[src/hw/cct_defines.svh]
// register indices, field positions, reset values and timing counts of the capture/compare timer
`ifndef CCT_DEFINES_SVH
`define CCT_DEFINES_SVH

// ==========================================================================
// register indices (byte address = index * 4)
`define CCT_IDX_FUNC 8'h80
`define CCT_IDX_FORCE 8'h81
`define CCT_IDX_MASK7 8'h82
`define CCT_IDX_DATA7 8'h83
`define CCT_IDX_CNT 8'h84
`define CCT_IDX_SYS 8'h86
`define CCT_IDX_ACTION 8'h88
`define CCT_IDX_EDGE 8'h8a
`define CCT_IDX_CHMASK 8'h8c
`define CCT_IDX_OVMASK 8'h8d
`define CCT_IDX_CHFLAG 8'h8e
`define CCT_IDX_OVFLAG 8'h8f
`define CCT_IDX_CAP 8'h90
`define CCT_IDX_HOLD 8'h98
`define CCT_IDX_PDATA 8'h9c
`define CCT_IDX_PDIR 8'h9d
`define CCT_IDX_ACC 8'ha0
`define CCT_IDX_ACCHOLD 8'ha4
`define CCT_IDX_ACCFLAG 8'ha8
`define CCT_IDX_MODCNT 8'hb0
`define CCT_IDX_MODCTL 8'hb1
`define CCT_IDX_MODFLAG 8'hb2

// ==========================================================================
// field positions
`define CCT_SYS_RUN 7
`define CCT_SYS_WAIT_STOP 6
`define CCT_SYS_DEBUG_STOP 5
`define CCT_SYS_FAST_CLEAR 4
`define CCT_OV_BIT 7
`define CCT_MOD_ENABLE 0
`define CCT_MOD_PERIODIC 1
`define CCT_MOD_FORCE_LATCH 2
`define CCT_MOD_LATCH_MODE 3
`define CCT_MOD_SATURATE 4
`define CCT_MOD_PAIR_B 5
`define CCT_MOD_PAIR_A 6
`define CCT_MOD_IRQ_EN 7
`define CCT_ACCF_A_INPUT 0
`define CCT_ACCF_A_OVF 1
`define CCT_ACCF_B_OVF 2

// ==========================================================================
// reset values and timing
`define CCT_RST8 8'h00
`define CCT_RST16 16'h0000
`define CCT_FORCE_READ 8'h00
`define CCT_PACC_DIV 64

`endif

[src/hw/cct_pkg.sv]
// types shared by the capture/compare timer
package cct_pkg;

    // ======================================================================
    // bus carriers
    typedef struct packed {
        logic cyc;
        logic stb;
        logic we;
        logic [3:0] sel;
        logic [9:0] adr;
        logic [31:0] dat;
    } wb_req_t;

    typedef struct packed {
        logic ack;
        logic [31:0] dat;
    } wb_rsp_t;

    // ======================================================================
    // complete module state
    typedef struct packed {
        logic [10:0] s1;
        logic [10:0] s2;
        logic [7:0] pin_prev;
        logic [7:0] func_sel;
        logic [7:0] mask7;
        logic [7:0] data7;
        logic [7:0] sys_ctl;
        logic [7:0] ov_mask;
        logic [7:0] ch_mask;
        logic [7:0] ch_flag;
        logic ov_flag;
        logic [7:0] port_data;
        logic [7:0] port_dir;
        logic [7:0] oc_out;
        logic [7:0] pin_out;
        logic [7:0] pin_oe;
        logic [15:0] counter;
        logic [15:0] action;
        logic [15:0] edge_cfg;
        logic [7:0][15:0] cap;
        logic [3:0][15:0] hold;
        logic [3:0][7:0] acc;
        logic [3:0][7:0] acc_hold;
        logic [2:0] acc_flag;
        logic [5:0] pres;
        logic [15:0] mod_cnt;
        logic [15:0] mod_load;
        logic [7:0] mod_ctl;
        logic mod_flag;
        logic irq;
        logic ack;
        logic [31:0] rdata;
    } cct_state_t;

endpackage : cct_pkg

[src/hw/capture_compare_timer_core.sv]
// capture/compare timer core with pulse accumulators, modulus counter and wishbone slave
//
// Overview of operation
// - queue mode: reading a capture holding register copies its accumulator to accumulator holding
// - four 8-bit edge accumulators on channels 0-3, each with its own holding register
// - saturate bit makes accumulators stop at maximum instead of wrapping
// - each accumulator pair can run as one 16-bit accumulator
// - latch mode: modulus zero, zero write or force latch copies and clears accumulators
// - queue mode: holding register read also clears the associated accumulator
// - modulus down-counter gives periodic events and latches, repeating or once
// - an enabled compare function drives its pin regardless of direction bit
// - function select bit: 0 is input capture, 1 is output compare
// - force bits fire compare action without flag; force register reads zero
// - channel-7 mask on a compare channel makes the pin an output
// - channel-7 compare copies masked channel-7 data bits to port outputs
// - a set channel-7 mask blocks the channel's own output action
// - simultaneous compares on a masked pin: channel-7 data bit wins
// - main counter is 16-bit up counter, writable only in special mode
// - clearing run bit halts counter and the divide-by-64 modulus counter tick
// - wait stop halts timer, accumulators and modulus counter in wait mode
// - debug stop halts timer and modulus counter, accumulators keep counting
// - fast flag clear lets register accesses clear their associated flags
// - two-bit output action: disconnect, toggle, clear, set; nonzero drives pin
// - two-bit edge control: off, rising, falling, either
// - channel and overflow enables gate flags onto the interrupt request
// - flags clear by writing one, writing zero leaves them unchanged
// - overflow flag sets when counter wraps from maximum to zero
`timescale 1ns/100ps
`default_nettype none
`include "cct_defines.svh"

module capture_compare_timer_core #(
    parameter int unsigned PACC_DIV = `CCT_PACC_DIV
) (
    input wire logic i_sys_clk,
    input wire logic i_reset,
    input wire cct_pkg::wb_req_t i_wb,
    output var cct_pkg::wb_rsp_t o_wb,
    input wire logic [7:0] i_port_pin,
    output logic [7:0] o_port_out,
    output logic [7:0] o_port_oe,
    input wire logic i_wait_mode,
    input wire logic i_debug_mode,
    input wire logic i_special_mode_select_n,
    output logic o_timer_irq
);
    import cct_pkg::*;

    localparam logic [5:0] PRES_MAX = 6'(PACC_DIV - 1);

    cct_state_t q;
    cct_state_t d;

    logic [7:0] pins;
    logic in_wait;
    logic in_debug;
    logic special;
    logic timer_on;
    logic acc_on;
    logic mod_on;
    logic tick64;
    logic go;
    logic wr;
    logic rd;
    logic [7:0] idx;
    logic [7:0] sub;
    logic [15:0] wval;
    logic [7:0] rise;
    logic [7:0] fall;
    logic [7:0] edge_hit;
    logic [7:0] cmp_hit;
    logic [7:0] cap_hit;
    logic [7:0] force_now;
    logic [7:0] ch_clr;
    logic ov_clr;
    logic ov_set;
    logic [2:0] accf_clr;
    logic [2:0] accf_set;
    logic modf_clr;
    logic mod_zero;
    logic mod_write0;
    logic force_latch;
    logic latch_mode;
    logic latch_now;
    logic [3:0] queue_xfer;
    logic [1:0] act;
    logic paired;
    logic sat;
    logic [15:0] wide;
    logic [7:0] drive_fn;
    logic [31:0] rdata;

    // byte-lane merge of a 16-bit register
    function automatic logic [15:0] merge16(input logic [15:0] old, input logic [31:0] dat,
                                            input logic [3:0] sel);
        logic [15:0] r;
        r = old;
        if (sel[0])
        begin
            r[7:0] = dat[7:0];
        end
        if (sel[1])
        begin
            r[15:8] = dat[15:8];
        end
        return r;
    endfunction : merge16

    // ======================================================================
    // next state
    always_comb
    begin
        d = q;
        // pins and mode inputs pass two flip-flops; s1 feeds only s2
        d.s1 = {i_special_mode_select_n, i_debug_mode, i_wait_mode, i_port_pin};
        d.s2 = q.s1;
        pins = q.s2[7:0];
        in_wait = q.s2[8];
        in_debug = q.s2[9];
        special = !q.s2[10];
        d.pin_prev = pins;

        timer_on = q.sys_ctl[`CCT_SYS_RUN]
            & !(q.sys_ctl[`CCT_SYS_WAIT_STOP] & in_wait)
            & !(q.sys_ctl[`CCT_SYS_DEBUG_STOP] & in_debug);
        acc_on = !(q.sys_ctl[`CCT_SYS_WAIT_STOP] & in_wait);
        mod_on = timer_on & q.mod_ctl[`CCT_MOD_ENABLE];
        tick64 = timer_on && (q.pres == PRES_MAX);
        if (timer_on)
        begin
            d.pres = (q.pres == PRES_MAX) ? 6'h00 : q.pres + 6'h01;
        end
        latch_mode = q.mod_ctl[`CCT_MOD_LATCH_MODE];
        sat = q.mod_ctl[`CCT_MOD_SATURATE];

        // ==================================================================
        // bus decode; every access is answered one edge later
        go = i_wb.cyc & i_wb.stb & !q.ack;
        wr = go & i_wb.we;
        rd = go & !i_wb.we;
        idx = i_wb.adr[9:2];
        wval = merge16(16'h0000, i_wb.dat, i_wb.sel);
        d.ack = go;
        ch_clr = 8'h00;
        ov_clr = 1'b0;
        accf_clr = 3'h0;
        modf_clr = 1'b0;
        mod_write0 = 1'b0;
        force_latch = 1'b0;
        force_now = 8'h00;
        queue_xfer = 4'h0;
        rdata = 32'h0000_0000;
        sub = 8'h00;

        if (go)
        begin
            case (idx)
                `CCT_IDX_FUNC: rdata = {24'h0, q.func_sel};
                `CCT_IDX_FORCE: rdata = {24'h0, `CCT_FORCE_READ};
                `CCT_IDX_MASK7: rdata = {24'h0, q.mask7};
                `CCT_IDX_DATA7: rdata = {24'h0, q.data7};
                `CCT_IDX_CNT: rdata = {16'h0, q.counter};
                `CCT_IDX_SYS: rdata = {24'h0, q.sys_ctl};
                `CCT_IDX_ACTION: rdata = {16'h0, q.action};
                `CCT_IDX_EDGE: rdata = {16'h0, q.edge_cfg};
                `CCT_IDX_CHMASK: rdata = {24'h0, q.ch_mask};
                `CCT_IDX_OVMASK: rdata = {24'h0, q.ov_mask};
                `CCT_IDX_CHFLAG: rdata = {24'h0, q.ch_flag};
                `CCT_IDX_OVFLAG: rdata = {24'h0, q.ov_flag, 7'h00};
                `CCT_IDX_PDATA: rdata = {24'h0, (pins & ~q.pin_oe) | (q.pin_out & q.pin_oe)};
                `CCT_IDX_PDIR: rdata = {24'h0, q.port_dir};
                `CCT_IDX_ACCFLAG: rdata = {29'h0, q.acc_flag};
                `CCT_IDX_MODCNT: rdata = {16'h0, q.mod_cnt};
                `CCT_IDX_MODCTL: rdata = {24'h0, q.mod_ctl & 8'hfb};
                `CCT_IDX_MODFLAG: rdata = {31'h0, q.mod_flag};
                default: rdata = 32'h0000_0000;
            endcase
            if (idx == `CCT_IDX_CNT && q.sys_ctl[`CCT_SYS_FAST_CLEAR])
            begin
                ov_clr = 1'b1;
            end
            if (idx == `CCT_IDX_MODCNT && q.sys_ctl[`CCT_SYS_FAST_CLEAR])
            begin
                modf_clr = 1'b1;
            end
            sub = idx - `CCT_IDX_CAP;
            if (sub < 8'h08)
            begin
                rdata = {16'h0, q.cap[sub[2:0]]};
                if (q.sys_ctl[`CCT_SYS_FAST_CLEAR] && (q.func_sel[sub[2:0]] == wr))
                begin
                    ch_clr[sub[2:0]] = 1'b1;
                end
                if (wr)
                begin
                    d.cap[sub[2:0]] = merge16(q.cap[sub[2:0]], i_wb.dat, i_wb.sel);
                end
            end
            sub = idx - `CCT_IDX_HOLD;
            if (sub < 8'h04)
            begin
                rdata = {16'h0, q.hold[sub[1:0]]};
                queue_xfer[sub[1:0]] = rd & !latch_mode;
            end
            sub = idx - `CCT_IDX_ACC;
            if (sub < 8'h04)
            begin
                rdata = {24'h0, q.acc[sub[1:0]]};
                if (q.sys_ctl[`CCT_SYS_FAST_CLEAR])
                begin
                    accf_clr = sub[1] ? 3'b011 : 3'b100;
                end
                if (wr && i_wb.sel[0])
                begin
                    d.acc[sub[1:0]] = i_wb.dat[7:0];
                end
            end
            sub = idx - `CCT_IDX_ACCHOLD;
            if (sub < 8'h04)
            begin
                rdata = {24'h0, q.acc_hold[sub[1:0]]};
            end
        end
        d.rdata = rdata;

        if (wr && i_wb.sel[0])
        begin
            case (idx)
                `CCT_IDX_FUNC: d.func_sel = i_wb.dat[7:0];
                `CCT_IDX_FORCE: force_now = i_wb.dat[7:0];
                `CCT_IDX_MASK7: d.mask7 = i_wb.dat[7:0];
                `CCT_IDX_DATA7: d.data7 = i_wb.dat[7:0];
                `CCT_IDX_SYS: d.sys_ctl = i_wb.dat[7:0] & 8'hf0;
                `CCT_IDX_CHMASK: d.ch_mask = i_wb.dat[7:0];
                `CCT_IDX_OVMASK: d.ov_mask = i_wb.dat[7:0];
                `CCT_IDX_CHFLAG: ch_clr = ch_clr | i_wb.dat[7:0];
                `CCT_IDX_OVFLAG: ov_clr = ov_clr | i_wb.dat[`CCT_OV_BIT];
                `CCT_IDX_PDATA: d.port_data = i_wb.dat[7:0];
                `CCT_IDX_PDIR: d.port_dir = i_wb.dat[7:0];
                `CCT_IDX_ACCFLAG: accf_clr = accf_clr | i_wb.dat[2:0];
                `CCT_IDX_MODFLAG: modf_clr = modf_clr | i_wb.dat[0];
                `CCT_IDX_MODCTL:
                begin
                    d.mod_ctl = i_wb.dat[7:0] & 8'hfb;
                    force_latch = i_wb.dat[`CCT_MOD_FORCE_LATCH];
                end
                default: d.func_sel = q.func_sel;
            endcase
        end
        if (wr)
        begin
            case (idx)
                `CCT_IDX_ACTION: d.action = merge16(q.action, i_wb.dat, i_wb.sel);
                `CCT_IDX_EDGE: d.edge_cfg = merge16(q.edge_cfg, i_wb.dat, i_wb.sel);
                default: d.action = q.action;
            endcase
        end

        // ==================================================================
        // main counter; a bus write in special mode wins over the increment
        ov_set = 1'b0;
        if (timer_on)
        begin
            d.counter = q.counter + 16'h0001;
            ov_set = (q.counter == 16'hffff);
        end
        if (wr && idx == `CCT_IDX_CNT && special)
        begin
            d.counter = merge16(q.counter, i_wb.dat, i_wb.sel);
        end

        // ==================================================================
        // edge detection, capture and compare
        rise = pins & ~q.pin_prev;
        fall = ~pins & q.pin_prev;
        cmp_hit = 8'h00;
        cap_hit = 8'h00;
        for (int n = 0; n < 8; n++)
        begin
            case (q.edge_cfg[2 * n +: 2])
                2'b01: edge_hit[n] = rise[n];
                2'b10: edge_hit[n] = fall[n];
                2'b11: edge_hit[n] = rise[n] | fall[n];
                default: edge_hit[n] = 1'b0;
            endcase
            if (q.func_sel[n])
            begin
                cmp_hit[n] = timer_on && (q.counter == q.cap[n]);
            end
            else if (edge_hit[n])
            begin
                cap_hit[n] = 1'b1;
                d.cap[n] = q.counter;
                if (n < 4 && !latch_mode)
                begin
                    d.hold[n] = q.cap[n];
                end
            end
        end

        // output actions first, channel-7 data overrides masked pins after
        for (int n = 0; n < 8; n++)
        begin
            act = q.action[2 * n +: 2];
            if ((cmp_hit[n] | force_now[n]) && q.func_sel[n] && !q.mask7[n])
            begin
                case (act)
                    2'b01: d.oc_out[n] = !q.oc_out[n];
                    2'b10: d.oc_out[n] = 1'b0;
                    2'b11: d.oc_out[n] = 1'b1;
                    default: d.oc_out[n] = q.oc_out[n];
                endcase
            end
            if ((cmp_hit[7] | force_now[7]) && q.mask7[n])
            begin
                d.oc_out[n] = q.data7[n];
            end
            drive_fn[n] = d.func_sel[n] & ((d.action[2 * n +: 2] != 2'b00) | d.mask7[n]);
        end
        // timer function overrides the direction bit, which itself is left alone
        d.pin_oe = d.port_dir | drive_fn;
        d.pin_out = (drive_fn & d.oc_out) | (~drive_fn & d.port_data);

        // ==================================================================
        // pulse accumulators, pair p is bytes 2p+1:2p
        accf_set = 3'h0;
        wide = 16'h0000;
        for (int p = 0; p < 2; p++)
        begin
            paired = (p == 0) ? q.mod_ctl[`CCT_MOD_PAIR_B] : q.mod_ctl[`CCT_MOD_PAIR_A];
            if (paired)
            begin
                wide = {d.acc[2 * p + 1], d.acc[2 * p]};
                if (acc_on && edge_hit[2 * p] && !(sat && wide == 16'hffff))
                begin
                    {d.acc[2 * p + 1], d.acc[2 * p]} = wide + 16'h0001;
                    accf_set[p == 0 ? 2 : 1] = (wide == 16'hffff);
                    accf_set[0] = accf_set[0] | (p == 1);
                end
            end
            else
            begin
                for (int k = 2 * p; k < 2 * p + 2; k++)
                begin
                    if (acc_on && edge_hit[k] && !(sat && d.acc[k] == 8'hff))
                    begin
                        d.acc[k] = d.acc[k] + 8'h01;
                        if (k == 1 || k == 3)
                        begin
                            accf_set[k == 1 ? 2 : 1] = (q.acc[k] == 8'hff);
                        end
                        accf_set[0] = accf_set[0] | (k == 2);
                    end
                end
            end
        end

        // ==================================================================
        // modulus down-counter; in one-shot mode it rests at zero, so it latches once
        mod_zero = 1'b0;
        if (wr && idx == `CCT_IDX_MODCNT)
        begin
            d.mod_load = merge16(q.mod_load, i_wb.dat, i_wb.sel);
            d.mod_cnt = merge16(q.mod_cnt, i_wb.dat, i_wb.sel);
            mod_write0 = (wval == 16'h0000);
        end
        else if (mod_on && tick64 && q.mod_cnt != 16'h0000)
        begin
            d.mod_cnt = q.mod_cnt - 16'h0001;
            if (q.mod_cnt == 16'h0001)
            begin
                mod_zero = 1'b1;
                if (q.mod_ctl[`CCT_MOD_PERIODIC])
                begin
                    d.mod_cnt = q.mod_load;
                end
            end
        end

        // latching clears the accumulator after this cycle's count
        latch_now = latch_mode & (mod_zero | mod_write0 | force_latch);
        for (int k = 0; k < 4; k++)
        begin
            if (latch_now)
            begin
                d.hold[k] = d.cap[k];
            end
            if (latch_now || queue_xfer[k])
            begin
                d.acc_hold[k] = d.acc[k];
                d.acc[k] = 8'h00;
            end
        end

        // ==================================================================
        // flags: a set in the same cycle as a clear wins
        d.ch_flag = (q.ch_flag & ~ch_clr) | cmp_hit | cap_hit;
        d.ov_flag = (q.ov_flag & !ov_clr) | ov_set;
        d.acc_flag = (q.acc_flag & ~accf_clr) | accf_set;
        d.mod_flag = (q.mod_flag & !modf_clr) | mod_zero;
        d.irq = (|(d.ch_flag & d.ch_mask)) | (d.ov_flag & d.ov_mask[`CCT_OV_BIT])
            | (d.mod_flag & d.mod_ctl[`CCT_MOD_IRQ_EN]);
    end

    // ======================================================================
    // state register
    always_ff @(posedge i_sys_clk)
    begin
        if (i_reset)
        begin
            q <= '0;
            // the special mode strap is active low; reset it idle or the counter opens up
            q.s1[10] <= 1'b1;
            q.s2[10] <= 1'b1;
            q.counter <= `CCT_RST16;
            q.sys_ctl <= `CCT_RST8;
        end
        else
        begin
            q <= d;
        end
    end

    assign o_wb.ack = q.ack;
    assign o_wb.dat = q.rdata;
    assign o_port_out = q.pin_out;
    assign o_port_oe = q.pin_oe;
    assign o_timer_irq = q.irq;

endmodule : capture_compare_timer_core

`default_nettype wire

[config.mk]
export PLATFORM = sky130hd
export DESIGN_NAME = capture_compare_timer_core
export DESIGN_NICKNAME = d
export VERILOG_FILES = /design/src/hw/cct_pkg.sv /design/src/hw/capture_compare_timer_core.sv
export VERILOG_INCLUDE_DIRS = /design/src /design/src/hw
export SDC_FILE = /design/constraint.sdc
export NUM_CORES = 2
export LEC_CHECK = 0
export BUFFER_PORTS_ARGS = -buffer_cell sky130_fd_sc_hd__buf_4
export CAP_MARGIN = 20
export CORE_MARGIN = 1.5
export CORE_UTILIZATION = 35
export CTS_BUF_LIST = sky130_fd_sc_hd__clkbuf_8
export DETAILED_ROUTE_END_ITERATION = 7
export PLACE_DENSITY = 0.61
export SLEW_MARGIN = 20
export SYNTH_ARGS = -nofsm -noshare
export SYNTH_HDL_FRONTEND = slang
export SYNTH_SLANG_ARGS = --single-unit
export TNS_END_PERCENT = 100
[constraint.sdc]
create_clock -name i_sys_clk -period 4.1 [get_ports i_sys_clk]
set_input_delay 0.205 -clock i_sys_clk [delete_from_list [all_inputs] [get_ports i_sys_clk]]
set_output_delay 0.205 -clock i_sys_clk [all_outputs]
set_load 0.005 [all_outputs]
==> metrics.md <==
| Metric | Value |
|---|---|
| Seq pwr share | ~47% |
| H-tree levels | 3 |
| Post-cts resize count | 0 |
| Initial Util | a little over a third |
| DIE HEIGHT | about 290 um |
| Vias per cell | slightly below 6 |
| Max Cap Violations | 0 |
| Drt pass-1 iters | 8 |
| Setup TNS | 0 ps |
| Seq/Total Area, Yosys | between 30% and 40% |
| Die area | between 80,000 and 90,000 um^2 |
| Power Density | between 300 and 400 nW/um^2 |
| Hold_ws | between 50 and 60 ps |
| Clk root buf | clkbuf_8 |
| Largest stage delay, worst path | 480 ps |
| Critical Path Source Type | flip-flop |
| Biggest area consumer among synthesized cells | dfxtp_1 |
| Multi-input logic area | 17,300 um^2 |
| Routed WL | between 100,000 and 150,000 um |
| Total CTS buffers | between 90 and 100 |
| PortBufs | 75 |
| Mapped cell area | approximately 29,000 um^2 |
| Dominant cells by area after synthesis | dfxtp_1 (34%), mux2i_1 (8.2%), mux4_2 (5.6%) |
| # hold bufs at CTS | 27 |
| Vias in the first global route | 25,000 |
| Ys flop type | dfxtp_1 |
| Comb pwr share | under 10% |
| Starting DRT DRC Count | 3,272 |
| Register Area | a little under 10,000 um^2 |
| Yosys cell types | between 100 and 150 |
| Worst skew pair latency | approximately 740 ps |
| Crit path max-delay family | simple AND/OR/NAND/NOR gates |
| WS Path Type | flip-flop to flip-flop |
| CTS tree | built |
| Final Cycle Share | about 88% |
| Min Tclk post-route | about 3600 ps |
| Initial antenna violation count | 2 |
| Commonest non-fill, non-tap cell in the layout | dfxtp_1 |
| WP data arrival | about 4200 ps |
| Core Area | between 80,000 and 90,000 um^2 |
| Mapped Cells | about 3,300 |
| Largest net degree at the start of global routing | a little over 100 |
| Buf/Inv on CP | 2 |
| Synthesis-stage register bit count | approximately 490 |
| Sw power | between 0.002 and 0.003 W |
| Number of flops mapped to enable cells by yosys | 0 |
| RR Startpoint | o_wb[32] |
| GRT Overall Usage | between 20% and 30% |
| Avg WL per Cell | 25.4 um |
| Final Max Slew Viols | 0 |
| Internal power component | 0.00767 W |
| Remaining Overflow, GRT | 0 |
| Final setup violating endpoints | 0 |
| Fin util | 39.5% |
| Least-Margin Pin Slew | approximately 1300 ps |
| Synth Area per Inst | ~8.7 um^2 |
| Pleak | 12.7 nW |
| Hpwl dp | 80,200 um |
| Sw frac | between 20% and 30% |
| Clock Tree Buf Depth | 3 |
| Final Hold Vio Count | 0 |
| Fill cell count | 8,270 |
| Detailed-route DRC error count | 0 |
| Layout cells sized above 1 | between 10% and 20% |
| Nets | 3,431 |
| Max Clk Rate | 278 MHz |
| CP max FO | 7 |
| Critical path, cell by cell | and4b_1, nand3_1, or2_2, mux2i_1, inv_1, ha_1, inv_1, nor4_1, nand4_1, nand3b_1, a21o_1, xor2_1, mux2i_1, a22o_1 |
| Synth warnings | 0 |
| RSZ-0062 raised after global routing | false |
| Status | finished, final reports clean |
| Worst R2R Setup Slack | 510 ps |
| Slew HR | approximately 14% |
| Worst path slowest cell | and4b_1 |
| Rows | around 110 |
| Clock Skew | around 91 ps |
| Worst vdd ir | 0.200 mV |
| Area fraction of the dominant cell type after synthesis | 34.3% |
| PnR Total Power | just over 0.01 W |
| Die W | 290 um |
| Final GP Congestion | slightly below 1 |
| CP required | 4670 ps |
| First-pass GRT wire length | 168,000 um |
| Clock power frac | 47.7% |
| Syn-to-layout area delta | 12.1% |
| Total number of vias | around 27,000 |
| Clock transition at path regs | around 60 ps |
| Most frequent cells in the layout | dfxtp_1 (494), nand2_1 (380), nor2_1 (303) |
| Hold Path Origin | i_wb[0] |
| DRT antenna net count | 0 |
| # IOs | between 100 and 150 |
| Hold Crit Class | input pin to flip-flop |
| CP startpoint | o_wb[32] |
| Clock sink count | approximately 490 |
| Post-CTS Repair Setup Buffers | 0 |
| Post-synth ARST share | 0% |
| Critical path endpoint category | flip-flop |
-- flip-flops by register name, indices dropped and copies added (netlist names) --
| name | cells |
|---|---|
| latch_mode | 1 |
| paired | 1 |
| q | 435 |
| act | 2 |
| d | 19 |
| o_wb | 17 |
| o_timer_irq | 1 |
| o_port_out | 8 |
| in_wait | 1 |
| o_port_oe | 8 |
| in_debug | 1 |
-- final timing paths --
check | endpoint | cells past startpoint
worst max-delay path | q[90] | 14
worst min register to register | q[503] | 1
worst max register to register | q[90] | 14
worst min-delay path | q[116] | 4
-- through the flow --
step	worst slack (ps)	cell area, um^2	cells
finish	507	32300	4477
global route	220	32300	4476
CTS	547	32300	4475
detailed placement	216	30200	4289
global placement	271	30200	4289
floorplan	433	28900	3339
-- worst reg2reg max path, cell delays in order (launching register included) --
cell and delay [ps]:
dfxtp_1 320, and4b_1 480, nand3_1 240, or2_2 400
mux2i_1 160, inv_1 70, ha_1 300, inv_1 160
nor4_1 460, nand4_1 150, nand3b_1 170, a21o_1 140
xor2_1 150, mux2i_1 100, a22o_1 180
-- power by group through the flow --
| stage | combinational [W] | clock [W] | sequential, W |
|---|---|---|---|
| after CTS | 0.000579 | 0.00498 | 0.00483 |
| after global placement | 0.000557 | 0 | 0.00493 |
| after global routing | 0.000618 | 0.00521 | 0.00483 |
| final | 0.000593 | 0.00494 | 0.00483 |
| after floorplan | 0.000346 | 0 | 0.00493 |
| after detailed placement | 0.000556 | 0 | 0.00493 |
-- cell families (layout without fill, tap and decap cells) --
| family | Yosys count | count (layout) | synth area share (%) |
|---|---|---|---|
| and+or+nand+nor | 1155 | 1155 | 19.5 |
| other | 1 | 18 | 0.0130 |
| muxes | 351 | 351 | 15.5 |
| adders and majority gates | 30 | 30 | 1.30 |
| AOI/OAI and AO/OA | 746 | 746 | 17.6 |
| DFF | 494 | 494 | 34.3 |
| buffers and inverters | 359 | 425 | 6.12 |
| xor gates and xnor gates | 188 | 188 | 5.73 |
-- cell usage after synthesis (10+ instances only) --
library cell / count
a221oi_1: 14
o31ai_1: 19
and2_1: 84
ha_1: 30
buf_1: 15
nor3_1: 46
nand3_1: 74
a22oi_1: 94
and3_1: 23
clkbuf_1: 156
or2_2: 13
a31oi_1: 28
o211ai_1: 21
nand4_1: 45
nand3b_1: 14
nor2b_1: 45
nor2_1: 303
mux2_2: 42
a21oi_1: 197
mux4_2: 72
dfxtp_1: 494
a22o_1: 13
nand2b_1: 19
o21ai_0: 121
nor4_1: 31
nand2_1: 380
buf_4: 61
a41oi_1: 10
buf_2: 66
xor2_1: 95
a211oi_1: 108
mux2i_1: 235
inv_1: 46
buf_6: 12
xnor2_1: 92
-- final cells by class --
class | instances | area share, %
Antenna cell | 2 | 0.0155
Multi-Input combinational cell | 2486 | 53.5
Inverter | 48 | 0.557
Tap cell | 1070 | 4.14
Clock buffer | 117 | 4.98
Sequential cell | 494 | 30.6
Timing Repair Buffer | 218 | 5.41
Clock inverter | 42 | 0.816
-- layer usage --
metal | GRT usage (%) | wire length, um | vias up
met5 | 0 | 12 | -
met4 | 13.2 | 5530 | 2
met3 | 5.32 | 10900 | 282
met2 | 39.2 | 49000 | 1447
met1 | 35.7 | 48300 | 12900
li1 | - | - | 12000
Power figures use the tool's default switching activity.
